==> src/logic/adcc_cfg.svh <==
// Constants for the converter control block: offsets, fields, reset values and timing counts.
// How it works
// - Conversions may run only while the converter enable bit 7 is set.
// - Clearing the enable is ignored while the start or done flag is set.
// - Bit 6 set turns on the second DAC analog output.
// - Bit 5 turns on the first DAC; writable only while start and done are clear.
// - Clock select bit 2 clear, the default, clocks the converter from CPU clock.
// - On CPU clock a conversion ends 31 machine cycles after the start request.
// - Clock select bit 2 set clocks the converter from the RC oscillator.
// - RC clocking spends 3 or 4 machine cycles synchronizing the two clocks; in power-down the code ends sync on the first RC clock.
// - RC conversion takes 3 cycles plus 108 RC clocks up to 4 plus 108; in power-down the sync part can be shorter.
// - RC clocked conversions carry on through CPU power-down.
// - Start stays set until completion, then clears, done sets and result loads; a power-down abort of a CPU clocked run clears only start.
// - The channel field cannot change while a conversion is in progress.
// - A set done flag requests an interrupt when both interrupt enables are on.
`ifndef ADCC_CFG_SVH
`define ADCC_CFG_SVH

// Control register address and field positions.
`define ADCC_CTRL_ADDR 8'hc0
`define ADCC_CTRL_RESET 8'h00
`define ADCC_BIT_ENABLE 7
`define ADCC_BIT_DAC2 6
`define ADCC_BIT_SECOND_DAC_VALUE 5
`define ADCC_BIT_DONE 4
`define ADCC_BIT_START 3
`define ADCC_BIT_RCSEL 2
`define ADCC_BIT_CHAN_HI 1
`define ADCC_BIT_CHAN_LO 0

// Timing counts.
`define ADCC_CPU_CONV_MCYC 8'h1f
`define ADCC_SYNC_MIN_MCYC 3'h3
`define ADCC_SYNC_MAX_MCYC 3'h4
`define ADCC_RC_CONV_CLKS 8'h6c
`define ADCC_SETTLE_US 10
`define ADCC_CLK_PERIOD_NS 20
`define ADCC_SETTLE_CYC ((`ADCC_SETTLE_US * 1000 + `ADCC_CLK_PERIOD_NS - 1) / `ADCC_CLK_PERIOD_NS)

`endif

==> src/logic/adcc_pkg.sv <==
// Types shared by the converter control block.
package adcc_pkg;

    // Gray coded along idle, sync, convert.
    typedef enum logic [1:0] {
        ADCC_IDLE = 2'b00,
        ADCC_SYNC = 2'b01,
        ADCC_CONV = 2'b11
    } adcc_state_t;

    typedef struct packed {
        logic [7:0] count;
        logic run;
        logic expired;
    } adcc_tmr_state_t;

    typedef struct packed {
        adcc_state_t state;
        logic enable;
        logic dac2;
        logic second_dac_value;
        logic done;
        logic start;
        logic rc_sel;
        logic [1:0] chan;
        logic [2:0] sync_cnt;
        logic [7:0] result;
        logic [7:0] rdata;
        logic sar_start;
    } adcc_ctl_state_t;

endpackage

==> src/logic/adcc_tmr_if.sv <==
// Link between the conversion sequencer and its cycle timer.
`timescale 1ns/1ps
`default_nettype none
interface adcc_tmr_if;
    logic load;
    logic tick;
    logic [7:0] limit;
    logic expired;
    modport timer (input load, input tick, input limit, output expired);
    modport ctrl (output load, output tick, output limit, input expired);
endinterface
`default_nettype wire

==> src/logic/adcc_timer.sv <==
// Tick counter that pulses once after a loaded number of ticks.
`timescale 1ns/1ps
`default_nettype none
module adcc_timer (
    // Clock and reset
    input wire logic sys_clk,
    input wire logic rst_b,
    // Sequencer side
    adcc_tmr_if.timer tmr
);
    adcc_pkg::adcc_tmr_state_t st_r;
    adcc_pkg::adcc_tmr_state_t st_nxt;

    always_comb begin
        st_nxt = st_r;
        st_nxt.expired = 1'b0;
        if (tmr.load) begin
            st_nxt.count = 8'h00;
            st_nxt.run = 1'b1;
        end else if (st_r.run && tmr.tick) begin
            if (st_r.count == tmr.limit - 8'h01) begin
                st_nxt.run = 1'b0;
                st_nxt.expired = 1'b1;
            end else begin
                st_nxt.count = st_r.count + 8'h01;
            end
        end
    end

    always_ff @(posedge sys_clk) begin
        if (!rst_b) begin
            st_r <= '0;
        end else begin
            st_r <= st_nxt;
        end
    end

    assign tmr.expired = st_r.expired;
endmodule
`default_nettype wire

==> src/logic/adcc_top.sv <==
// Control register, start and done handshake and conversion timing of the converter.
`timescale 1ns/1ps
`default_nettype none
`include "adcc_cfg.svh"
module adcc_top (
    // Clock and reset
    input wire logic sys_clk,
    input wire logic rst_b,
    // Special function register access
    input wire logic [7:0] sfr_addr,
    input wire logic sfr_wr,
    input wire logic sfr_rd,
    input wire logic [7:0] sfr_wdata,
    output logic [7:0] sfr_rdata,
    // Timing references and power state
    input wire logic mcyc_tick,
    input wire logic rc_tick,
    input wire logic power_down,
    // Interrupt gating
    input wire logic global_irq_enable,
    input wire logic converter_irq_enable,
    output logic irq_request,
    // Analog core
    input wire logic [7:0] sar_result,
    output logic sar_start,
    output logic converter_enable,
    output logic converter_clk_rc,
    output logic [1:0] channel_select,
    output logic [3:0] analog_input_sel,
    output logic conversion_busy,
    output logic [7:0] result_register,
    // DAC output enables
    output logic first_dac_enable,
    output logic second_dac_enable
);
    // ************************************************************
    // State
    // ************************************************************
    adcc_pkg::adcc_ctl_state_t st_r;
    adcc_pkg::adcc_ctl_state_t st_nxt;
    adcc_tmr_if tmr ();
    logic ctrl_wr;
    logic ctrl_rd;
    logic start_req;
    logic finish;
    logic abort;
    logic sync_exit;
    logic flags_idle;
    logic start_rc;
    logic [7:0] ctrl_view;

    // ************************************************************
    // Decode helpers
    // ************************************************************
    // One-hot input routing for the analog multiplexer.
    function automatic logic [3:0] chan_decode(input logic [1:0] chan);
        chan_decode = 4'h1 << chan;
    endfunction

    // True when the access addresses the control register.
    function automatic logic hits_ctrl(input logic [7:0] addr);
        hits_ctrl = (addr == `ADCC_CTRL_ADDR);
    endfunction

    // Neither a conversion in flight nor an unread result: the locked fields may move.
    function automatic logic unlocked(input logic start, input logic done);
        unlocked = !start && !done;
    endfunction

    // ************************************************************
    // Cycle timer
    // ************************************************************
    adcc_timer u_timer (
        .sys_clk(sys_clk),
        .rst_b(rst_b),
        .tmr(tmr.timer)
    );

    // ************************************************************
    // Decode
    // ************************************************************
    assign ctrl_wr = sfr_wr && hits_ctrl(sfr_addr);
    assign ctrl_rd = sfr_rd && hits_ctrl(sfr_addr);
    assign flags_idle = unlocked(st_r.start, st_r.done);
    // The clock source of a new conversion comes from the same write that starts it.
    assign start_rc = sfr_wdata[`ADCC_BIT_RCSEL];

    // A start needs the converter enabled, no conversion running and no result pending.
    assign start_req = ctrl_wr && sfr_wdata[`ADCC_BIT_START] && st_r.enable
                       && flags_idle;

    // On CPU clock the core stops with the oscillator in power-down; RC clocked runs on.
    // The run is dropped rather than left hanging, and the result register keeps its value.
    assign abort = power_down && st_r.start && !st_r.rc_sel;

    // Only honoured while converting, so a pulse left over from an aborted run is harmless.
    assign finish = tmr.expired && (st_r.state == adcc_pkg::ADCC_CONV);

    // Sync ends on the first RC clock after three machine cycles, or at the fourth, or in power-down on any RC clock.
    assign sync_exit = (st_r.state == adcc_pkg::ADCC_SYNC)
                       && ((st_r.sync_cnt >= `ADCC_SYNC_MIN_MCYC && rc_tick)
                           || (st_r.sync_cnt == `ADCC_SYNC_MAX_MCYC)
                           || (power_down && rc_tick));

    assign ctrl_view = {st_r.enable, st_r.dac2, st_r.second_dac_value, st_r.done,
                        st_r.start, st_r.rc_sel, st_r.chan};

    // ************************************************************
    // Timer control
    // ************************************************************
    // The load follows the source chosen by the starting write, not the old select,
    // so a write that switches back to CPU clocking still arms the timer.
    always_comb begin
        tmr.load = sync_exit || (start_req && !start_rc);
        if (st_r.rc_sel) begin
            tmr.limit = `ADCC_RC_CONV_CLKS;
            tmr.tick = rc_tick;
        end else begin
            tmr.limit = `ADCC_CPU_CONV_MCYC;
            tmr.tick = mcyc_tick;
        end
    end

    // ************************************************************
    // Register and sequencer
    // ************************************************************
    always_comb begin
        st_nxt = st_r;
        st_nxt.sar_start = 1'b0;

        if (ctrl_rd) begin
            st_nxt.rdata = ctrl_view;
        end

        if (ctrl_wr) begin
            // Clearing the enable under a pending flag would cut power mid-handshake,
            // and a write that starts a conversion may not switch the converter off either.
            if (sfr_wdata[`ADCC_BIT_ENABLE] || (flags_idle && !start_req)) begin
                st_nxt.enable = sfr_wdata[`ADCC_BIT_ENABLE];
            end
            st_nxt.dac2 = sfr_wdata[`ADCC_BIT_DAC2];
            if (flags_idle) begin
                st_nxt.second_dac_value = sfr_wdata[`ADCC_BIT_SECOND_DAC_VALUE];
                st_nxt.chan = {sfr_wdata[`ADCC_BIT_CHAN_HI], sfr_wdata[`ADCC_BIT_CHAN_LO]};
                st_nxt.rc_sel = sfr_wdata[`ADCC_BIT_RCSEL];
            end
            // Software may only clear the done flag.
            if (!sfr_wdata[`ADCC_BIT_DONE]) begin
                st_nxt.done = 1'b0;
            end
        end

        unique case (st_r.state)
            adcc_pkg::ADCC_IDLE: begin
                if (start_req) begin
                    st_nxt.start = 1'b1;
                    st_nxt.sar_start = 1'b1;
                    st_nxt.sync_cnt = 3'h0;
                    if (start_rc) begin
                        st_nxt.state = adcc_pkg::ADCC_SYNC;
                    end else begin
                        st_nxt.state = adcc_pkg::ADCC_CONV;
                    end
                end
            end
            adcc_pkg::ADCC_SYNC: begin
                if (sync_exit) begin
                    st_nxt.state = adcc_pkg::ADCC_CONV;
                end else if (mcyc_tick) begin
                    st_nxt.sync_cnt = st_r.sync_cnt + 3'h1;
                end
            end
            adcc_pkg::ADCC_CONV: begin
                if (finish) begin
                    st_nxt.state = adcc_pkg::ADCC_IDLE;
                    st_nxt.start = 1'b0;
                    st_nxt.result = sar_result;
                end
            end
        endcase

        // The completion event outranks a software clear in the same cycle.
        if (finish) begin
            st_nxt.done = 1'b1;
        end

        if (abort) begin
            st_nxt.state = adcc_pkg::ADCC_IDLE;
            st_nxt.start = 1'b0;
        end
    end

    // Synchronous reset clears every field, so the control register reads zero afterwards.
    always_ff @(posedge sys_clk) begin
        if (!rst_b) begin
            st_r <= '0;
        end else begin
            st_r <= st_nxt;
        end
    end

    // ************************************************************
    // Outputs
    // ************************************************************
    // Data outputs come straight from flops of the state struct, except analog_input_sel, decoded from the channel, and irq_request, gated by both interrupt enables.
    assign sfr_rdata = st_r.rdata;
    assign sar_start = st_r.sar_start;
    assign converter_enable = st_r.enable;
    assign converter_clk_rc = st_r.rc_sel;
    assign channel_select = st_r.chan;
    assign analog_input_sel = chan_decode(st_r.chan);
    assign conversion_busy = st_r.start;
    assign result_register = st_r.result;
    assign first_dac_enable = st_r.second_dac_value;
    assign second_dac_enable = st_r.dac2;
    // Priority among pending sources is resolved by the interrupt controller.
    assign irq_request = st_r.done && global_irq_enable && converter_irq_enable;
endmodule
`default_nettype wire

==> config.mk <==
export PLATFORM = sky130hd
export DESIGN_NAME = adcc_top
export DESIGN_NICKNAME = d
export VERILOG_FILES = /design/src/logic/adcc_pkg.sv /design/src/logic/adcc_tmr_if.sv /design/src/logic/adcc_timer.sv /design/src/logic/adcc_top.sv
export VERILOG_INCLUDE_DIRS = /design/src /design/src/logic
export SDC_FILE = /design/constraint.sdc
export NUM_CORES = 1
export LEC_CHECK = 0
export BUFFER_PORTS_ARGS = -buffer_cell sky130_fd_sc_hd__buf_4
export CORE_MARGIN = 1
export CORE_UTILIZATION = 51
export DETAILED_ROUTE_END_ITERATION = 8
export GPL_TIMING_DRIVEN = 1
export PLACE_DENSITY = 0.79
export SLEW_MARGIN = 20
export SYNTH_ARGS = -nofsm -noshare
export SYNTH_HDL_FRONTEND = slang
export SYNTH_SLANG_ARGS = --single-unit
==> constraint.sdc <==
create_clock -name sys_clk -period 2.4 [get_ports sys_clk]
set_clock_uncertainty 0.05 [all_clocks]
set_input_delay 0 -clock sys_clk [delete_from_list [all_inputs] [get_ports sys_clk]]
set_output_delay 0 -clock sys_clk [all_outputs]
set_load 0.01 [all_outputs]
# ---- Word-level counts from Yosys, hierarchy flattened
# Index checks and enable logic that the tools add are counted.
dict set report totals {
  ff_bits 40
  in_bits 33
  out_inout_bits 29
  wordCells 100
}
dict set report op_classes {
  n_addsub 3
  order_cmp 1
  n_eq_ne 11
  shifts 1
  n_mux 21
  bitwise 3
  n_reduce_logical 45
}
# op n
set op_table {}
lappend op_table {{logical AND 1 bit} 17}
lappend op_table {{AND reduction 2 bit} 7}
lappend op_table {{2-to-1 mux 2 bit} 6}
lappend op_table {{inequality test 2 bit, second input constant} 5}
lappend op_table {{nonzero test 2 bit} 5}
lappend op_table {{2-to-1 mux 3 bit} 3}
lappend op_table {{adder 8 x 1 -> 8 bit, second input constant} 1}
lappend op_table {{equality test 8 bit} 1}
lappend op_table {{equality test 8 bit, second input constant} 1}
lappend op_table {{2-to-1 mux 1 bit} 8}
lappend op_table {{subtractor 7 x 1 -> 8 bit, second input constant} 1}
lappend op_table {{2-to-1 mux 7 bit} 1}
lappend op_table {{case mux 2 bit (3 select lines)} 1}
lappend op_table {{case mux 3 bit (2 select lines)} 1}
lappend op_table {{AND reduction 3 bit} 2}
lappend op_table {{logical NOT 1 bit} 5}
lappend op_table {{logical OR 1 bit} 4}
lappend op_table {{AND reduction 4 bit} 1}
lappend op_table {{OR reduction 2 bit} 2}
lappend op_table {{<< shifter 1 x 2 -> 4 bit, first input constant} 1}
lappend op_table {{adder 3 x 1 -> 3 bit, second input constant} 1}
lappend op_table {{equality test 3 bit, second input constant} 1}
lappend op_table {{greater-or-equal comparator 3 x 2 -> 1 bit, second input constant} 1}
lappend op_table {{inverter 1 bit} 3}
lappend op_table {{6 further kinds} 6}

# ---- Logic depth before layout (Yosys ltp)
dict set report depth {
  word_depth 9
  mapped_depth 7
  depth_no_buf 7
}

# ---- Modules after synthesis
# From an unflattened synthesis, not the netlist that was laid out.
dict set report unflattened {
  hier_cells 286
  area_unflattened_um2 2463.6
}
# mod instances cells_each area_per_inst_um2 seq_area_each_um2
set by_module_without_submodules {}
lappend by_module_without_submodules {adcc_top 1 188 1630.3 600.6}
lappend by_module_without_submodules {adcc_timer 1 98 833.3 200.2}

# ---- Worst setup path before layout
# No wires, ideal clock.
dict set report synth_path {
  kind {reg2reg}
  start {register st_r[17] in the netlist's numbering}
  end {register u_timer.st_r (netlist bit u_timer.tmr.expired)}
  setup_ns 0.092
  arrival_time_ns 1.623
  required_ns 2.258
  slack_ns 0.635
  stages_incl_launch_ff 8
  path_buffers 0
  period_less_slack_ns 1.765
  cell_sequence {dfxtp_1 -> ha_1 -> ha_1 -> a211o_1 -> o2bb2ai_1 -> nor2_1 -> nand2_4 -> nor4_1}
}
dict set report synth_between {
  elab_chain_len 7
  elab_cells_between_ends 8
  classes_between {order compare: 1; eq/ne: 1; reduce/logical: 6}
}
# element line
set synth_lines {}
lappend synth_lines {{start, declared} adcc_top.sv:39} ;# adcc_pkg::adcc_ctl_state_t st_r;
lappend synth_lines {{start signal, assigned} adcc_top.sv:198} ;# st_r <= st_nxt;
lappend synth_lines {{greater-or-equal comparator 3 x 2 -> 1 bit (no source line)} n/a}
lappend synth_lines {{logical AND 1 bit} adcc_top.sv:101} ;# && ((st_r.sync_cnt >= `ADCC_SYNC_MIN_MCYC && rc_tick)
lappend synth_lines {{logical OR 1 bit (*) (2 in series)} adcc_top.sv:101}
lappend synth_lines {{logical AND 1 bit (*)} adcc_top.sv:100} ;# assign sync_exit = (st_r.state == adcc_pkg::ADCC_SYNC)
lappend synth_lines {{logical OR 1 bit (*)} adcc_top.sv:114} ;# tmr.load = sync_exit || (start_req && !start_rc);
lappend synth_lines {{OR reduction 3 bit (no source line) (*)} n/a}
lappend synth_lines {{end signal, assigned} adcc_timer.sv:34} ;# st_r <= st_nxt;
lappend synth_lines {{end, declared} adcc_timer.sv:11} ;# adcc_pkg::adcc_tmr_state_t st_r;
# Every way passes the cells marked *; elsewhere a longest branch is shown, timed or not.
# A chain may end at the register's enable or synchronous reset.

# ---- Worst setup path in the final report
# Ends and elaborated chain as after synthesis.

==> flow_summary_export.csv <==
group,metric,value,unit
clock_network,postCtsSetupBuffers,0,
sta,slew_headroom,0.644,
drt,dr_wl_met2,2020,µm
die,core,0.00374,mm²
die,die_area,0.00422,mm²
final_layout,n_antenna_cell,0,
grt,grt_usage,0.223,
sta,setup_slack,0.505,ns
worst_setup_path,crit_path_end_kind,"flip-flop",
run_status,status,"finished clean",
drt,wl_met1,2000,µm
synthesis,synthDistinctLibCells,48,
clock_network,cts.sinks,40,
final_layout,multiInputGateArea,0.00104,mm²
placed_design,dpl_cell_area,0.00238,mm²
drt,dr_wl_met3,204,µm
sta,slew_violations,0,
clock_network,cts_buffers,5,
power_and_ir_drop,leakage,1.09,nW
synthesis,ys.flop_type,"dfxtp_1",
grt,grt_pass1_vias,1654,
final_layout,drive_above_1_share,0.287,
worst_setup_path,worstPathArrival,2.04,ns
sta,timing.hold.ws,0.0110,ns
placed_design,place_congestion,0.849,
final_layout,regArea,801,µm²
synthesis,async_flop_share,0,
die,pin_count,62,
sta,fmax,528,MHz
placed_design,dp.cells,311,
clock_network,cts_htree_levels,2,
synthesis,ys_seq_area_frac,0.396,
power_and_ir_drop,p_per_area,486,mW/mm²
die,die_h,65.0,µm
final_layout,final_cell_mix,"buf_4, dfxtp_1, nand2_1, dlygate4sd3_1, a21boi_0",
grt,antenna_found_initial,0,
drt,first_pass_iters,4,
die,die_w,65.0,µm
sta,hold_viol_final,0,
drt,route.top_layer_used,"met4",
drt,drt_iter0_drc,63,
clock_network,cts.path.max_buffers,2,
final_layout,area_delta_synth_final,30.4,%
grt,grt_max_degree,35,
synthesis,synth-seq-cells,40,
final_layout,fin_cells,334,
worst_setup_path,setup.worst_path.start_class,"flip-flop",
final_layout,final_cell_area,0.00264,mm²
drt,viasPerCell,5.19,
final_layout,n_fill_cell,318,
synthesis,synth_edf_count,0,
power_and_ir_drop,worst_ir_drop_vdd,0.000283,V
worst_setup_path,cp_max_fo,9,
synthesis,avgSynthCellArea,8.99,µm²
synthesis,yosysWarnings,0,
die,rows,22,
clock_network,path_clk_slew,0.07,ns
worst_hold_path,min-delay-path-class,"input pin to flip-flop",
placed_design,hpwlAfterDp,2990,µm
clock_network,clock_latency,0.28,ns
placed_design,port_buffers,61,
sta,tns,0,ns
drt,num_vias,1732,
grt,grt_pass1_wl,7310,µm
sta,setup_viol,0,
die,start_util,0.540,
worst_setup_path,critPathKind,"flip-flop to flip-flop",
drt,wl,4280,µm
final_layout,final_common_cell,"buf_4",
placed_design,pre_cts_ws,0.519,ns
synthesis,synth_area,0.00202,mm²
drt,detail-route-antenna-nets,0,
job,max_cap_viol_count,0,
sta,rsz0062_at_grt,"false",
sta,period_share,0.790,
worst_setup_path,cp_data_required_time,2.55,ns
drt,wl_per_cell,12.8,µm
synthesis,synth_nets,262,
clock_network,cts_tree,"done",
final_layout,nets,322,
sta,worst_slew_pin_slew,0.532,ns
synthesis,synth_cells,225,
drt,drc,0,
grt,overflow,0,
clock_network,cts-root-buf,"clkbuf_8",
sta,fin_crit,1.90,ns
per-layer routing:
metal | vias to the layer above | track usage
met5 | - | 0
met4 | 0 | 0.0833
met3 | 8 | 0.0440
met2 | 47 | 0.384
met1 | 785 | 0.271
li1 | 892 | -
where the power goes:
part	total (W)	internal [W]	switching, W	leakage, nW
Clock	0.000527	0.000308	0.000218	0.0552
Combinational	0.0000916	0.0000601	0.0000315	0.708
Sequential	0.000663	0.000663	0.000000187	0.322
logic make-up after synthesis:
logic type,synth area share
AND/OR/NAND/NOR,0.287
flip-flops,0.396
AO/OA/AOI/OAI,0.123
buffers and inverters,0.0891
multiplexers,0.0625
XOR/XNOR,0.0173
adder cells (fa/ha/maj),0.0248
worst max-delay path, stage by stage (launching register included):
cell and delay [ns]:
dfxtp_1 0.34, ha_1 0.20, ha_1 0.17, a211o_1 0.28, o2bb2ai_1 0.15, nor2_1 0.23, nand2_4 0.12, nor4_1 0.27
final timing paths:
kind | cells past startpoint | startpoint | to | slack [ns]
worst max-delay path | 7 | st_r[17]$_SDFFE_PN0P_ | u_timer.tmr.expired$_SDFF_PP0_ | 0.50
worst min-delay path | 3 | sfr_wdata[4] | ctrl_view[4]$_SDFFE_PN0P_ | 0.01
worst min register to register | 2 | result_register[1]$_SDFFE_PN0P_ | result_register[1]$_SDFFE_PN0P_ | 0.41
worst max register to register | 7 | st_r[17]$_SDFFE_PN0P_ | u_timer.tmr.expired$_SDFF_PP0_ | 0.50
registers in the layout (all words and copies together) (netlist names), 2 cells and up:
signal,cells
u_timer.st_r,9
result_register,8
sfr_rdata,8
st_r,5
channel_select,2
cells in the mapped netlist (all sizes together) (4+ instances only):
cell,count,area share
nor4,5,0.029
a21oi,6,0.017
ha,4,0.025
clkbuf,4,0.0074
mux2i,10,0.050
dfxtp,40,0.40
a21boi,14,0.052
inv,5,0.0093
and2,4,0.012
nor3,5,0.015
buf,19,0.072
nor2b,11,0.034
nor2,12,0.022
nand3,10,0.027
o21ai,9,0.022
nand2,35,0.069
timing repair:
action,CTS,global route
hold buffers,15,0
resized for setup,0,0
endpoints found under the setup margin,0,0
hold endpoints to repair,15,0
stage by stage:
stage / utilization / power, W
2_1_floorplan: - / 0.000702
6_report: 0.704 / 0.00128
3_3_place_gp: 0.635 / 0.000751
3_5_place_dp: 0.635 / 0.000752
5_1_grt: 0.704 / 0.00133
4_1_cts: 0.704 / 0.00129
layout make-up:
cell class | count | share of cell area
multi-input combinational | 157 | 0.395
inverter | 5 | 0.00712
clock buffer | 6 | 0.0275
timing repair buffer | 76 | 0.231
tap | 48 | 0.0228
sequential | 40 | 0.304
clock inverter | 2 | 0.0133
Power figures use the tool's default switching activity.
